## config.mk

```make
export PLATFORM = sky130hd
export DESIGN_NAME = slpc_top
export DESIGN_NICKNAME = d
export VERILOG_FILES = /design/src/hdl/slpc_pkg.sv /design/src/hdl/slpc_sync3.sv /design/src/hdl/slpc_top.sv
export SDC_FILE = /design/constraint.sdc
export NUM_CORES = 1
export LEC_CHECK = 0
export BUFFER_PORTS_ARGS = -buffer_cell sky130_fd_sc_hd__clkbuf_2
export CORE_MARGIN = 4
export CORE_UTILIZATION = 30
export DETAILED_ROUTE_END_ITERATION = 7
export PLACE_DENSITY_LB_ADDON = 0.12
export SLEW_MARGIN = 20
export SYNTH_ARGS = -nofsm -noshare
export SYNTH_HDL_FRONTEND = slang
export SYNTH_SLANG_ARGS = --single-unit
```

## constraint.sdc

```tcl
create_clock -name SYS_CLK -period 7.3 [get_ports SYS_CLK]
set_clock_uncertainty 0.15 [all_clocks]
set_input_delay 1.095 -clock SYS_CLK [delete_from_list [all_inputs] [get_ports SYS_CLK]]
set_output_delay 1.095 -clock SYS_CLK [all_outputs]
set_load 0.02 [all_outputs]
```

## src/hdl/slpc_pkg.sv

```systemverilog
package slpc_pkg;

  localparam int          CLK_HZ           = 50_000_000;
  localparam int          PARTIAL_EXIT_NS  = 10;
  localparam int          SLUMBER_EXIT_MS  = 10;
  localparam int          DEVSLP_EXIT_MS   = 20;
  localparam int          CYC_PER_MS       = CLK_HZ / 1000;
  localparam int          PARTIAL_EXIT_RAW = (PARTIAL_EXIT_NS * (CLK_HZ / 1_000_000)) / 1000;
  localparam int          PARTIAL_EXIT_CYC = (PARTIAL_EXIT_RAW < 1) ? 1 : PARTIAL_EXIT_RAW;
  localparam int          SLUMBER_EXIT_CYC = SLUMBER_EXIT_MS * CYC_PER_MS;
  localparam int          DEVSLP_EXIT_CYC  = DEVSLP_EXIT_MS * CYC_PER_MS;
  localparam int          DEVSLP_IDLE_CYC  = 256;
  localparam int          CNT_W            = 24;

  localparam logic [7:0]  OFS_CTRL   = 8'h00;
  localparam logic [7:0]  OFS_PGATE  = 8'h04;
  localparam logic [7:0]  OFS_LSTATE = 8'h08;
  localparam logic [7:0]  OFS_HPSTAT = 8'h0c;
  localparam logic [7:0]  OFS_CMD    = 8'h10;
  localparam logic [7:0]  OFS_CAP    = 8'h14;
  localparam logic [7:0]  OFS_DSEXIT = 8'h18;
  localparam logic [7:0]  OFS_PMCSR  = 8'h1c;

  localparam int          CTRL_RAID_MODE     = 0;
  localparam int          CTRL_RAID_AHCI_OVR = 1;
  localparam int          CTRL_LOW_POWER     = 2;
  localparam int          CTRL_HIPM          = 3;
  localparam int          CTRL_DIPM          = 4;
  localparam int          CTRL_DEVSLP_AUTO   = 5;
  localparam int          CTRL_W             = 6;
  localparam int          HP_PRES_LSB        = 8;
  localparam int          HP_TMO_LSB         = 16;
  localparam int          CAP_RAID_AVAIL     = 3;
  localparam logic [2:0]  CAP_SPEEDS         = 3'h7;
  localparam logic [1:0]  PM_D0              = 2'h0;
  localparam logic [1:0]  PM_D3              = 2'h3;
  localparam int          LST_W              = 3;

  typedef enum logic [6:0] {
    LP_ACT  = 7'h01,
    LP_PART = 7'h02,
    LP_SLUM = 7'h04,
    LP_DSLP = 7'h08,
    LP_WK_P = 7'h10,
    LP_WK_S = 7'h20,
    LP_WK_D = 7'h40
  } slpc_lps_t;

  function automatic logic [LST_W-1:0] lps_code(input slpc_lps_t s);
    logic [LST_W-1:0] c;
    c = 3'h4;
    unique case (s)
      LP_ACT:  c = 3'h0;
      LP_PART: c = 3'h1;
      LP_SLUM: c = 3'h2;
      LP_DSLP: c = 3'h3;
      default: c = 3'h4;
    endcase
    return c;
  endfunction

  function automatic logic lps_low(input slpc_lps_t s);
    return (s == LP_PART) || (s == LP_SLUM) || (s == LP_DSLP);
  endfunction

endpackage

```

## src/hdl/slpc_sync3.sv

```systemverilog
`timescale 1ns/10ps
`default_nettype none
module slpc_sync3
  import slpc_pkg::*;
#(
  parameter int W = 1
)
(
  // Clocking
  input  wire logic         SYS_CLK,
  input  wire logic         RST_N,
  input  wire logic         CE,
  // Data
  input  wire logic [W-1:0] D,
  output logic      [W-1:0] Q
);

  logic [W-1:0] s1_r;
  logic [W-1:0] s2_r;
  logic [W-1:0] s3_r;
  logic [W-1:0] q_r;
  logic [W-1:0] q_nxt;

  // A bit only moves once the two late stages agree, filtering one-cycle glitches
  always_comb
  begin
    for (int i = 0; i < W; i++)
    begin
      q_nxt[i] = (s2_r[i] == s3_r[i]) ? s3_r[i] : q_r[i];
    end
  end

  always_ff @(posedge SYS_CLK)
  begin
    if (!RST_N)
    begin
      s1_r <= '0;
      s2_r <= '0;
      s3_r <= '0;
      q_r  <= '0;
    end
    else if (CE)
    begin
      s1_r <= D;
      s2_r <= s1_r;
      s3_r <= s2_r;
      q_r  <= q_nxt;
    end
  end

  assign Q = q_r;

endmodule
`default_nettype wire

```

## src/hdl/slpc_top.sv

```systemverilog
// Chosen here: the placing of the registers and the address-and-strobe port.
`timescale 1ns/10ps
`default_nettype none
module slpc_top
  import slpc_pkg::*;
#(
  parameter int NPORTS      = 4,
  parameter int SLUMBER_CYC = SLUMBER_EXIT_CYC,
  parameter int DEVSLP_CYC  = DEVSLP_EXIT_CYC,
  parameter int IDLE_CYC    = DEVSLP_IDLE_CYC
)
(
  // Clocking
  input  wire logic              SYS_CLK,
  input  wire logic              RST_N,
  input  wire logic              CE,
  // Register port
  input  wire logic [7:0]        ADDR,
  input  wire logic [31:0]       WDATA,
  input  wire logic              WR,
  input  wire logic              RD,
  input  wire logic              CFG_SPACE,
  output logic      [31:0]       RDATA,
  output logic                   MASTER_ABORT,
  // Interrupt gating
  input  wire logic              IRQ_PEND,
  output logic                   IRQ,
  // Command side
  output logic      [NPORTS-1:0] CMD_GO,
  // Link pins from the drive side
  input  wire logic [NPORTS-1:0] PRESENT,
  input  wire logic [NPORTS-1:0] PHY_RDY,
  input  wire logic [NPORTS-1:0] RX_REQ_PARTIAL,
  input  wire logic [NPORTS-1:0] RX_REQ_SLUMBER,
  input  wire logic [NPORTS-1:0] RX_COMWAKE,
  // Link controls toward the PHY
  output logic      [NPORTS-1:0] TX_PM_ACK,
  output logic      [NPORTS-1:0] TX_COMWAKE,
  output logic      [NPORTS-1:0] DEVSLP,
  output logic      [NPORTS-1:0] WIRE_OE_N,
  output logic      [NPORTS-1:0] PHY_GATE,
  output logic      [NPORTS-1:0] PLL_OFF
);

  localparam logic [CNT_W-1:0] PART_LIM  = CNT_W'(PARTIAL_EXIT_CYC);
  localparam logic [CNT_W-1:0] SLUM_LIM  = CNT_W'(SLUMBER_CYC);
  localparam logic [CNT_W-1:0] DSLP_LIM  = CNT_W'(DEVSLP_CYC);
  localparam logic [CNT_W-1:0] IDLE_LIM  = CNT_W'(IDLE_CYC);
  localparam logic [CNT_W-1:0] MS_CYC    = CNT_W'(CYC_PER_MS);

  // Synchronised link inputs
  logic [NPORTS-1:0] pres_s;
  logic [NPORTS-1:0] rdy_s;
  logic [NPORTS-1:0] reqp_s;
  logic [NPORTS-1:0] reqs_s;
  logic [NPORTS-1:0] wake_s;

  slpc_sync3 #(.W(5 * NPORTS)) u_sync (
    .SYS_CLK (SYS_CLK),
    .RST_N   (RST_N),
    .CE      (CE),
    .D       ({PRESENT, PHY_RDY, RX_REQ_PARTIAL, RX_REQ_SLUMBER, RX_COMWAKE}),
    .Q       ({pres_s, rdy_s, reqp_s, reqs_s, wake_s})
  );

  // Register state
  logic [CTRL_W-1:0] ctrl_r,   ctrl_nxt;
  logic [NPORTS-1:0] pgate_r,  pgate_nxt;
  logic [NPORTS-1:0] hp_r,     hp_nxt;
  logic [NPORTS-1:0] tmo_r,    tmo_nxt;
  logic [NPORTS-1:0] prev_r,   prev_nxt;
  logic [7:0]        dsexit_r, dsexit_nxt;
  logic [1:0]        pm_r,     pm_nxt;
  logic [31:0]       rdata_r,  rdata_nxt;
  logic              abort_r,  abort_nxt;
  logic              irq_r,    irq_nxt;
  logic [NPORTS-1:0] cmd_set;

  // Link state
  slpc_lps_t         st_r   [NPORTS];
  slpc_lps_t         st_nxt [NPORTS];
  logic [CNT_W-1:0]  cnt_r  [NPORTS];
  logic [CNT_W-1:0]  cnt_nxt[NPORTS];
  logic [NPORTS-1:0] pend_r, pend_nxt;
  logic [NPORTS-1:0] go_r,   go_nxt;
  logic [NPORTS-1:0] ack_r,  ack_nxt;
  logic [NPORTS-1:0] cw_r,   cw_nxt;
  logic [NPORTS-1:0] tmo_set;

  logic              d3;
  logic              acc_ok;
  logic              auto_ds;
  logic [CNT_W-1:0]  ds_lim;
  logic [NPORTS-1:0] pres_eff;

  assign d3       = (pm_r == PM_D3);
  // Register access; the power control word lives in config space only
  assign acc_ok   = CFG_SPACE ? (ADDR == OFS_PMCSR) : !d3;
  assign auto_ds  = ctrl_r[CTRL_DEVSLP_AUTO] &&
                    (ctrl_r[CTRL_HIPM] || ctrl_r[CTRL_DIPM]);
  // Drive-reported exit time replaces the default when non-zero
  assign ds_lim   = (dsexit_r != 8'h00) ? CNT_W'(dsexit_r * MS_CYC) : DSLP_LIM;
  assign pres_eff = d3 ? '0 : pres_s;

  function automatic logic [CNT_W-1:0] wake_lim(input slpc_lps_t s, input logic [CNT_W-1:0] dl);
    logic [CNT_W-1:0] l;
    l = SLUM_LIM;
    if (s == LP_WK_P)
    begin
      l = PART_LIM;
    end
    else if (s == LP_WK_D)
    begin
      l = dl;
    end
    return l;
  endfunction

  // Register port
  always_comb
  begin
    ctrl_nxt   = ctrl_r;
    pgate_nxt  = pgate_r;
    dsexit_nxt = dsexit_r;
    pm_nxt     = pm_r;
    rdata_nxt  = '0;
    abort_nxt  = (WR || RD) && !acc_ok;
    cmd_set    = '0;
    prev_nxt   = pres_eff;
    // Hardware set is applied after the write-one clear so an event is never lost
    hp_nxt     = hp_r;
    tmo_nxt    = tmo_r;
    if (WR && acc_ok && !CFG_SPACE && ADDR == OFS_HPSTAT)
    begin
      hp_nxt  = hp_r & ~WDATA[NPORTS-1:0];
      tmo_nxt = tmo_r & ~WDATA[HP_TMO_LSB +: NPORTS];
    end
    hp_nxt  = hp_nxt | (pres_eff ^ prev_r);
    tmo_nxt = tmo_nxt | tmo_set;
    if (WR && acc_ok)
    begin
      unique case (ADDR)
        OFS_CTRL:   ctrl_nxt   = WDATA[CTRL_W-1:0];
        OFS_PGATE:  pgate_nxt  = WDATA[NPORTS-1:0];
        OFS_CMD:    cmd_set    = WDATA[NPORTS-1:0];
        OFS_DSEXIT: dsexit_nxt = WDATA[7:0];
        OFS_PMCSR:  pm_nxt     = CFG_SPACE ? WDATA[1:0] : pm_r;
        default:    ;
      endcase
    end
    if (RD && acc_ok)
    begin
      unique case (ADDR)
        OFS_CTRL:   rdata_nxt[CTRL_W-1:0] = ctrl_r;
        OFS_PGATE:  rdata_nxt[NPORTS-1:0] = pgate_r;
        OFS_LSTATE:
        begin
          for (int i = 0; i < NPORTS; i++)
          begin
            rdata_nxt[i*LST_W +: LST_W] = lps_code(st_r[i]);
          end
        end
        OFS_HPSTAT:
        begin
          rdata_nxt[NPORTS-1:0]               = hp_r;
          rdata_nxt[HP_PRES_LSB +: NPORTS]    = pres_eff;
          rdata_nxt[HP_TMO_LSB +: NPORTS]     = tmo_r;
        end
        OFS_CAP:
        begin
          // The three link rates are advertised; RAID reads as available in RAID mode without the AHCI override
          rdata_nxt[2:0]            = CAP_SPEEDS;
          rdata_nxt[CAP_RAID_AVAIL] = ctrl_r[CTRL_RAID_MODE] &&
                                      !ctrl_r[CTRL_RAID_AHCI_OVR];
        end
        OFS_DSEXIT: rdata_nxt[7:0] = dsexit_r;
        OFS_PMCSR:  rdata_nxt[1:0] = CFG_SPACE ? pm_r : 2'h0;
        default:    ;
      endcase
    end
    // Pending status survives D3 and may fire once back in D0
    irq_nxt = IRQ_PEND && !d3;
  end

  // Per-port link power machine
  always_comb
  begin
    pend_nxt = pend_r | cmd_set;
    go_nxt   = '0;
    ack_nxt  = '0;
    cw_nxt   = '0;
    tmo_set  = '0;
    for (int i = 0; i < NPORTS; i++)
    begin
      st_nxt[i]  = st_r[i];
      cnt_nxt[i] = cnt_r[i];
      // In D3 the ports freeze; nothing is reset so D0 resumes where it stopped
      if (!d3)
      begin
        unique case (st_r[i])
          LP_ACT:
          begin
            cnt_nxt[i] = '0;
            if (pend_r[i])
            begin
              go_nxt[i]   = 1'b1;
              pend_nxt[i] = cmd_set[i];
            end
            // Partial and slumber are entered only on the drive's request, never by us
            else if (reqs_s[i])
            begin
              ack_nxt[i] = 1'b1;
              st_nxt[i]  = LP_SLUM;
            end
            else if (reqp_s[i])
            begin
              ack_nxt[i] = 1'b1;
              st_nxt[i]  = LP_PART;
            end
          end
          LP_PART:
          begin
            cnt_nxt[i] = '0;
            if (pend_r[i])
            begin
              cw_nxt[i] = 1'b1;
              st_nxt[i] = LP_WK_P;
            end
            else if (wake_s[i])
            begin
              st_nxt[i] = LP_WK_P;
            end
          end
          LP_SLUM:
          begin
            if (pend_r[i])
            begin
              cw_nxt[i]  = 1'b1;
              cnt_nxt[i] = '0;
              st_nxt[i]  = LP_WK_S;
            end
            // With PLLs off the drive's wake cannot be seen
            else if (wake_s[i] && !ctrl_r[CTRL_LOW_POWER])
            begin
              cnt_nxt[i] = '0;
              st_nxt[i]  = LP_WK_S;
            end
            else if (auto_ds && cnt_r[i] >= IDLE_LIM)
            begin
              st_nxt[i] = LP_DSLP;
            end
            else if (cnt_r[i] < IDLE_LIM)
            begin
              cnt_nxt[i] = cnt_r[i] + 1'b1;
            end
          end
          LP_DSLP:
          begin
            cnt_nxt[i] = '0;
            if (pend_r[i])
            begin
              cw_nxt[i] = 1'b1;
              st_nxt[i] = LP_WK_D;
            end
          end
          LP_WK_P, LP_WK_S, LP_WK_D:
          begin
            // Waking: a late PHY is flagged but still waited for
            if (rdy_s[i])
            begin
              st_nxt[i]  = LP_ACT;
              cnt_nxt[i] = '0;
            end
            else if (cnt_r[i] >= wake_lim(st_r[i], ds_lim))
            begin
              tmo_set[i] = 1'b1;
            end
            else
            begin
              cnt_nxt[i] = cnt_r[i] + 1'b1;
            end
          end
        endcase
      end
    end
  end

  always_ff @(posedge SYS_CLK)
  begin
    if (!RST_N)
    begin
      ctrl_r   <= '0;
      pgate_r  <= '0;
      hp_r     <= '0;
      tmo_r    <= '0;
      prev_r   <= '0;
      dsexit_r <= 8'h00;
      pm_r     <= PM_D0;
      rdata_r  <= '0;
      abort_r  <= 1'b0;
      irq_r    <= 1'b0;
      pend_r   <= '0;
      go_r     <= '0;
      ack_r    <= '0;
      cw_r     <= '0;
      for (int i = 0; i < NPORTS; i++)
      begin
        st_r[i]  <= LP_ACT;
        cnt_r[i] <= '0;
      end
    end
    else if (CE)
    begin
      ctrl_r   <= ctrl_nxt;
      pgate_r  <= pgate_nxt;
      hp_r     <= hp_nxt;
      tmo_r    <= tmo_nxt;
      prev_r   <= prev_nxt;
      dsexit_r <= dsexit_nxt;
      pm_r     <= pm_nxt;
      rdata_r  <= rdata_nxt;
      abort_r  <= abort_nxt;
      irq_r    <= irq_nxt;
      pend_r   <= pend_nxt;
      go_r     <= go_nxt;
      ack_r    <= ack_nxt;
      cw_r     <= cw_nxt;
      for (int i = 0; i < NPORTS; i++)
      begin
        st_r[i]  <= st_nxt[i];
        cnt_r[i] <= cnt_nxt[i];
      end
    end
  end

  // Outputs
  always_comb
  begin
    for (int i = 0; i < NPORTS; i++)
    begin
      DEVSLP[i]    = (st_r[i] == LP_DSLP);
      PHY_GATE[i]  = pgate_r[i] && lps_low(st_r[i]);
      PLL_OFF[i]   = d3 || (ctrl_r[CTRL_LOW_POWER] &&
                     (st_r[i] == LP_SLUM || st_r[i] == LP_DSLP));
      WIRE_OE_N[i] = d3;
    end
  end

  assign RDATA        = rdata_r;
  assign MASTER_ABORT = abort_r;
  assign IRQ          = irq_r;
  assign CMD_GO       = go_r;
  assign TX_PM_ACK    = ack_r;
  assign TX_COMWAKE   = cw_r;

endmodule
`default_nettype wire

```

==> results of run 1 <==
kinds of logic after synthesis:
kind of cell / after synthesis / synth area share
compound gates: 343 / 0.132
xor+xnor: 115 / 0.0592
fa+ha+maj: 161 / 0.124
buf+inv: 142 / 0.0369
flops: 270 / 0.390
mux: 63 / 0.0370
other cells: 1 / 0.000220
simple gates: 755 / 0.220
metrics by stage:
step                instance area [um^2]  hold slack (ns)  std cells
floorplan                          17100            0.281       1865
global placement                   18300            0.291       2645
detailed placement                 18300            0.294       2645
CTS                                19400            0.305       2706
global route                       19400            0.333       2706
finish                             19400            0.305       2708
worst min-delay path, delay by kind of cell (launching register included):
family / cells / cell delay [ns]
AO/OA/AOI/OAI: 1 / 0.05
flip-flops: 1 / 0.30
AND/OR/NAND/NOR: 1 / 0.05
final cells by class:
cell class | count | area share
Antenna cell | 2 | 0.000257
Clock buffer | 51 | 0.0551
Clock inverter | 10 | 0.00470
Inverter | 50 | 0.00965
Multi-Input combinational cell | 1453 | 0.507
Sequential cell | 270 | 0.342
Tap cell | 756 | 0.0486
Timing Repair Buffer | 116 | 0.0332
cells in the mapped netlist, drive strengths merged, types with 36 or more instances:
library cell	n
mux2i	63
nor2	178
and3	36
edfxtp	124
ha	149
o21ai	107
nor2b	76
nand2	201
nand4	36
dfxtp	146
nand3	96
inv	49
xor2	85
a21oi	60
clkbuf	57
routing by layer:
| metal | vias up | global-route usage |
|---|---|---|
| met2 | 251 | 0.276 |
| met1 | 6522 | 0.223 |
| met4 | 2 | 0.0357 |
| li1 | 6811 | - |
| met5 | - | 0 |
| met3 | 70 | 0.0308 |
sequential cells by signal (all words and copies together), names as in the netlist:
register      count
u_sync.s1_r      20
prev_r            4
IRQ               1
pend_r            4
ctrl_r            6
u_sync.s3_r      20
MASTER_ABORT      1
dsexit_r          8
tmo_r             4
st_r             28
pm_r              2
TX_PM_ACK         4
cnt_r            96
u_sync.s2_r      20
hp_r              4
TX_COMWAKE        4
u_sync.Q         20
CMD_GO            4
pgate_r           4
RDATA            16
worst min path at each step:
stage / startpoint / endpoint / slack, ns
after floorplan: pgate_r[2]$_SDFFE_PN0P_ / pgate_r[2]$_SDFFE_PN0P_ / 0.28
after global placement: u_sync.s3_r[7]$_SDFFE_PN0P_ / u_sync.Q[7]$_SDFFE_PN0P_ / 0.29
after detailed placement: u_sync.s3_r[7]$_SDFFE_PN0P_ / u_sync.Q[7]$_SDFFE_PN0P_ / 0.29
after CTS: u_sync.s3_r[7]$_SDFFE_PN0P_ / u_sync.Q[7]$_SDFFE_PN0P_ / 0.31
after global routing: u_sync.s3_r[7]$_SDFFE_PN0P_ / u_sync.Q[7]$_SDFFE_PN0P_ / 0.33
final: u_sync.s3_r[7]$_SDFFE_PN0P_ / u_sync.Q[7]$_SDFFE_PN0P_ / 0.30
power by group through the flow:
stage	clock [mW]	sequential (mW)	combinational [mW]
floorplan	0	1.78	0.303
global placement	0	1.82	0.390
detailed placement	0	1.82	0.400
CTS	1.83	1.79	0.403
global route	1.89	1.81	0.453
finish	1.76	1.79	0.398
==> summary.md, run 1 <==
| Metric | Value |
|---|---|
| Cell area after synthesis | `about 17000 um^2` |
| Num ports | `~130` |
| Buf+Inv Stages, Crit Path | `3` |
| Synth top area cells | `edfxtp_1 (22%), dfxtp_1 (17%), ha_1 (11%), nand2_1 (4.4%), xor2_1 (4.4%)` |
| Crit path cell chain | `ha_1 -> ha_1 -> inv_1 -> fa_1 -> inv_1 -> fa_1 -> ha_1 -> o211ai_1 -> o211ai_1 -> nand2_1 -> o31ai_1 -> xor2_1 -> nand2_1 -> ha_1 -> nand4_1 -> nor3_1 -> a221oi_1 -> o21ai_0 -> a31o_2 -> a221oi_2 -> buf_4` |
| Crit-path max FO | `24` |
| Core area | `roughly 56000 um^2` |
| FF+latch count, synth | `270` |
| Seq/Total Area, Yosys | `0.390` |
| First-pass GRT wire length | `~79000 um` |
| CTS sink cnt | `270` |
| Sw Share | `0.267` |
| # fillers | `between 5000 and 6000` |
| Commonest non-fill, non-tap cells in the layout | `nand2_1 (201), nor2_1 (178), ha_1 (149), dfxtp_1 (146), edfxtp_1 (124)` |
| Max Clk Rate | `153 MHz` |
| EDFF count, synth | `about 120` |
| # rows | `between 80 and 90` |
| Initial antenna violation count | `2` |
| Max Slew Vio Count | `0` |
| Yosys cell types | `between 70 and 80` |
| Top cell type's share of synthesized area | `0.219` |
| Hold WC Path Type | `reg2reg` |
| Worst-skew pair later-pin latency | `0.55 ns` |
| Global route overflow | `0` |
| Postcts setup bufs | `0` |
| CP required | `between 7 and 8 ns` |
| Period utilization | `0.894` |
| Pleak | `7.89 nW` |
| Syn. warnings | `0` |
| Slew headroom | `0.304` |
| CP max-delay cell | `xor2_1` |
| RR Startpoint | `dsexit_r[2]$_SDFFE_PN0P_` |
| Synth area leader | `edfxtp_1` |
| Setup Viol. Count Final | `0` |
| Die Y | `around 250 um` |
| CP endpoint kind | `register` |
| Post-cts sizing count | `0` |
| Synth async-reset ratio | `0` |
| Worst Setup Path Type | `reg2reg` |
| Cell count of the worst hold path | `2` |
| Syn-to-layout area delta | `14.2%` |
| Final Hold Viols | `0` |
| Mapped Avg Cell Area | `9.20 um^2` |
| Final wirelength | `50600 um` |
| Largest net degree at the start of global routing | `100` |
| Clk buf depth | `3` |
| Critical Path Stages | `21` |
| Fin util | `0.345` |
| DP Wirelength | `37400 um` |
| Unrepaired setup endpoints after global routing | `no` |
| Slowest stage delay, CP | `~0.56 ns` |
| Routed metal-1 wirelength | `between 20000 and 25000 um` |
| Final TNS setup | `0 ns` |
| Share of layout cells above drive strength 1 | `0.0964` |
| CP most frequent cell | `ha_1` |
| Synth Instances | `about 1900` |
| H-Tree Depth | `2` |
| Vias in the first global route | `about 13000` |
| Worst slew pin tran | `1.03 ns` |
| CP startpoint | `dsexit_r[2]$_SDFFE_PN0P_` |
| Tmin final | `between 6 and 7 ns` |
| Power Density | `roughly 200 nW/um^2` |
| Main synth FF type | `dfxtp_1` |
| Routability cong. | `0.860` |
| CP top delay family | `adder cells` |
| Power share of the clock group | `0.446` |
| Pre-CTS WS | `roughly 0.71 ns` |
| Die area | `approximately 61000 um^2` |
| Logic pwr share | `0.101` |
| Post-route ant nets | `0` |
| Met3 routed WL | `2260 um` |
| Root buf cell | `clkbuf_16` |
| Vias | `between 10000 and 15000` |
| Max VDD drop | `between 150 and 200 uV` |
| Initial DRC Count | `roughly 800` |
| RR Endpoint | `cnt_r[1][1]$_SDFFCE_PN0P_` |
| Initial core utilization | `0.303` |
| R2r setup slk | `between 0.7 and 0.8 ns` |
| Clk slew on worst S/H paths | `roughly 0.060 ns` |
| Vias/cell | `roughly 5` |
| Total power | `between 3 and 4 mW` |
| Max Cap Viol | `0` |
| All-Layer GR Usage | `0.165` |
| Cells on worst reg2reg path | `21` |
| Pint | `2.89 mW` |
| Final nets | `roughly 2200` |
| Most common cell after layout, fill and taps aside | `nand2_1` |
| Storage cell area | `approximately 6600 um^2` |
| Die width | `between 200 and 250 um` |
| Worst setup path end | `cnt_r[1][1]$_SDFFCE_PN0P_` |
| Startpoint Class | `register` |
| Switch Pwr | `1.06 mW` |
| # port buffers | `between 90 and 100` |
| Worst setup margin | `slightly below 0.8 ns` |
| Status | `finished, final reports clean` |
| CTS hold repair buffers | `0` |
| Drt wl/cell | `roughly 19 um` |
| Top Layer Used | `met5` |
| CTS tree | `yes` |
| Sequential power share | `0.454` |
| Multi-input gate area | `between 9000 and 10000 um^2` |
| Pre-antenna DRT Iters | `5` |
| Detail Route met2 WL | `between 20000 and 25000 um` |
| Cts bufs inserted | `35` |
| Post-route DRC | `0` |
| Critical Path AT | `6.59 ns` |
(Power assumes the default switching activity.)
==> run 2: changes to the inputs <==
ABC_AREA = 1   (was not set)
==> summary.md, run 2 <==
| Metric | Value |
|---|---|
| EDFF count, synth | `124 (unchanged)` |
| CTS sink cnt | `270 (unchanged)` |
| CP required | `7.37 ns (about the same)` |
| Storage cell area | `6650 um^2 (unchanged)` |
| Initial core utilization | `0.305 (+0.00222)` |
| Syn-to-layout area delta | `12.9%` |
| Final nets | `2709 (+26%)` |
| Critical Path AT | `5.95 ns (-0.64 ns)` |
| Worst-skew pair later-pin latency | `0.57 ns (+0.02 ns)` |
| Setup Viol. Count Final | `0 (unchanged)` |
| Final TNS setup | `0 ns (unchanged)` |
| Global route overflow | `0 (unchanged)` |
| Crit-path max FO | `24 (unchanged)` |
| Logic pwr share | `0.118 (+0.017)` |
| FF+latch count, synth | `270 (unchanged)` |
| Num ports | `129 (unchanged)` |
| H-Tree Depth | `2 (unchanged)` |
| Slew headroom | `0.320 (+0.0161)` |
| Vias/cell | `4.83 (-4.2%)` |
| Syn. warnings | `0 (unchanged)` |
| Commonest non-fill, non-tap cells in the layout | `nand2_1 (592), inv_1 (267), nor2_1 (250), ha_1 (149), dfxtp_1 (146)` |
| Mapped Avg Cell Area | `7.57 um^2 (-18%)` |
| Main synth FF type | `dfxtp_1` |
| Met1 Usage GRT | `0.230 (+0.00727)` |
| Worst slew pin tran | `1.01 ns (-0.0190 ns)` |
| Share of layout cells above drive strength 1 | `0.123 (+0.0265)` |
| # port buffers | `92 (unchanged)` |
| Synth top cells by count | `nand2_1 (592), inv_1 (267), nor2_1 (252)` |
| Vias | `15800 (+16%)` |
| Pre-antenna DRT Iters | `6 (+1)` |
| All-Layer GR Usage | `0.170 (+0.00495)` |
| Top cell type's share of synthesized area | `0.206 (-0.0128)` |
| Sw Share | `0.289 (+0.0214)` |
| First-pass GRT wire length | `86600 um (+9.9%)` |
| Final wirelength | `55300 um (+9.3%)` |
| Clk slew on worst S/H paths | `0.06 ns (about the same)` |
| Startpoint Class | `register` |
| # rows | `89 (+2.3%)` |
| Post-route DRC | `0 (unchanged)` |
| Met3 Use GR | `0.0233 (-0.00747)` |
| Hold WC Path Type | `reg2reg` |
| Worst Setup Path Type | `reg2reg` |
| Synth Instances | `2391 (+29%)` |
| Synth area leader | `edfxtp_1` |
| Postcts setup bufs | `0 (unchanged)` |
| Unrepaired setup endpoints after global routing | `no` |
| Period utilization | `0.806 (-0.0885)` |
| Final instance area | `20400 um^2 (+5.0%)` |
| Power share of the clock group | `0.433 (-0.013)` |
| CTS hold repair buffers | `0 (unchanged)` |
| Max FFs per register | `96 (unchanged)` |
| Status | `finished, final reports clean` |
| Pint | `2.83 mW (-2.0%)` |
| CTS tree | `yes` |
| Power Density | `195 nW/um^2 (-3.9%)` |
| Synth top area cells | `edfxtp_1 (21%), dfxtp_1 (16%), nand2_1 (12%), ha_1 (10%), inv_1 (5.5%)` |
| Cell Area, Placed | `19300 um^2 (+5.5%)` |
| Largest net degree at the start of global routing | `55 (-45%)` |
| Drt wl/cell | `16.9 um (-9.7%)` |
| Most common cell after layout, fill and taps aside | `nand2_1` |
| Antenna fix cells | `0 (-2)` |
| Clk buf depth | `3 (unchanged)` |
| Met2 Use GR | `0.282 (+0.00578)` |
| Pleak | `8.78 nW (+11%)` |
| Biggest regs | `cnt_r (96), st_r (28)` |
| Core area | `59400 um^2 (+5.5%)` |
| Grt peak-use layer | `met2` |
| Inst Count DP | `3216 (+22%)` |
| Die width | `254 um (+3.0%)` |
| Most frequent cell after synthesis | `nand2_1` |
| Cts bufs inserted | `36 (+2.9%)` |
| Sequential power share | `0.449 (-0.005)` |
| Pre-CTS WS | `1.44 ns (+0.733 ns)` |
| Max Cap Viol | `0 (unchanged)` |
| Post-cts sizing count | `0 (unchanged)` |
| Yosys cell types | `61 (-15%)` |
| Synth async-reset ratio | `0 (unchanged)` |
| CP endpoint kind | `register` |
| # fillers | `6327 (+8.0%)` |
| Worst setup margin | `1.42 ns (+0.646 ns)` |
| Final Instance Count excl. Fillers | `3279 (+21%)` |
| Post-route ant nets | `0 (unchanged)` |
| Biggest register | `cnt_r` |
| Max Clk Rate | `170 MHz (+11%)` |
| Cell area after synthesis | `18100 um^2 (+6.2%)` |
| Initial DRC Count | `1017 (+30%)` |
| Die Y | `254 um (+3.0%)` |
| Switch Pwr | `1.15 mW (+9.0%)` |
| Max VDD drop | `136 uV (-20%)` |
| Vias in the first global route | `15400 (+16%)` |
| Multi-input gate area | `9940 um^2 (+0.86%)` |
| Initial antenna violation count | `0 (-2)` |
| Final Hold Viols | `0 (unchanged)` |
| Routability cong. | `0.866 (+0.70%)` |
| DP Wirelength | `42100 um (+13%)` |
| Seq/Total Area, Yosys | `0.367 (-0.0229)` |
| Die area | `64300 um^2 (+6.0%)` |
| Tmin final | `5.88 ns (-0.646 ns)` |
| Max Slew Vio Count | `0 (unchanged)` |
| Root buf cell | `clkbuf_16` |
## run 2: per-stage QoR
step	power, mW	hold slack, ns	util
after global placement	2.28	0.292	0.325
after global routing	4.18	0.316	0.344
after detailed placement	2.29	0.296	0.325
after CTS	4.04	0.309	0.344
final	3.99	0.305	0.344
after floorplan	2.14	0.279	-
## run 2: cells by family after synthesis
group | Yosys count | synth area share
AOI/OAI and AO/OA | 350 | 0.109
xor gates and xnor gates | 47 | 0.0228
adders and majority gates | 161 | 0.116
buffers and inverters | 380 | 0.0874
DFF | 270 | 0.367
other | 1 | 0.000207
and+or+nand+nor | 1182 | 0.297
## run 2: worst max-delay path, stage by stage, from the launching register on
cell and delay [ns]:
dfxtp_1 0.56, inv_1 0.13, ha_1 0.32, ha_1 0.35, fa_1 0.46, fa_1 0.47, ha_1 0.34, inv_1 0.10
o21ai_0 0.12, a21oi_1 0.24, nand3_1 0.11, nand2_1 0.06, nand3_1 0.28, o21ai_1 0.24, ha_1 0.26, nand2_1 0.07
nand2_1 0.05, nand3_1 0.06, nand2_1 0.05, a21oi_1 0.17, nand3_1 0.23, nand2_1 0.11, nand3_1 0.16, inv_1 0.10
buf_4 0.33
## run 2: cell type report
| type | instances | area share |
|---|---|---|
| clock buffers | 52 | 0.0510 |
| clock inverters | 11 | 0.00435 |
| inverters | 310 | 0.0571 |
| multi-input cells | 1756 | 0.487 |
| flip-flops and latches | 270 | 0.325 |
| well taps | 773 | 0.0474 |
| repair buffers | 107 | 0.0281 |
## run 2: per-layer routing
layer | share of wire | wire, um
met1 | 0.47 | 26100
met5 | 0 | 0
met3 | 0.035 | 1960
met2 | 0.46 | 25600
met4 | 0.030 | 1680
## run 2: power groups by stage
stage | logic (mW) | clock network, mW | registers (mW)
2_1_floorplan | 0.360 | 0 | 1.78
3_3_place_gp | 0.464 | 0 | 1.82
3_5_place_dp | 0.475 | 0 | 1.82
4_1_cts | 0.476 | 1.78 | 1.79
5_1_grt | 0.540 | 1.84 | 1.80
6_report | 0.472 | 1.72 | 1.79
## run 2: worst paths after layout
path | from | to | slack, ns | cells after the start
max reg2reg | dsexit_r[6]$_SDFFE_PN0P_ | cnt_r[1][19]$_SDFFCE_PN0P_ | 1.42 | 24
max | dsexit_r[6]$_SDFFE_PN0P_ | cnt_r[1][19]$_SDFFCE_PN0P_ | 1.42 | 24
min reg2reg | RDATA[4]$_SDFFE_PN0P_ | RDATA[4]$_SDFFE_PN0P_ | 0.30 | 2
min | RDATA[4]$_SDFFE_PN0P_ | RDATA[4]$_SDFFE_PN0P_ | 0.30 | 2
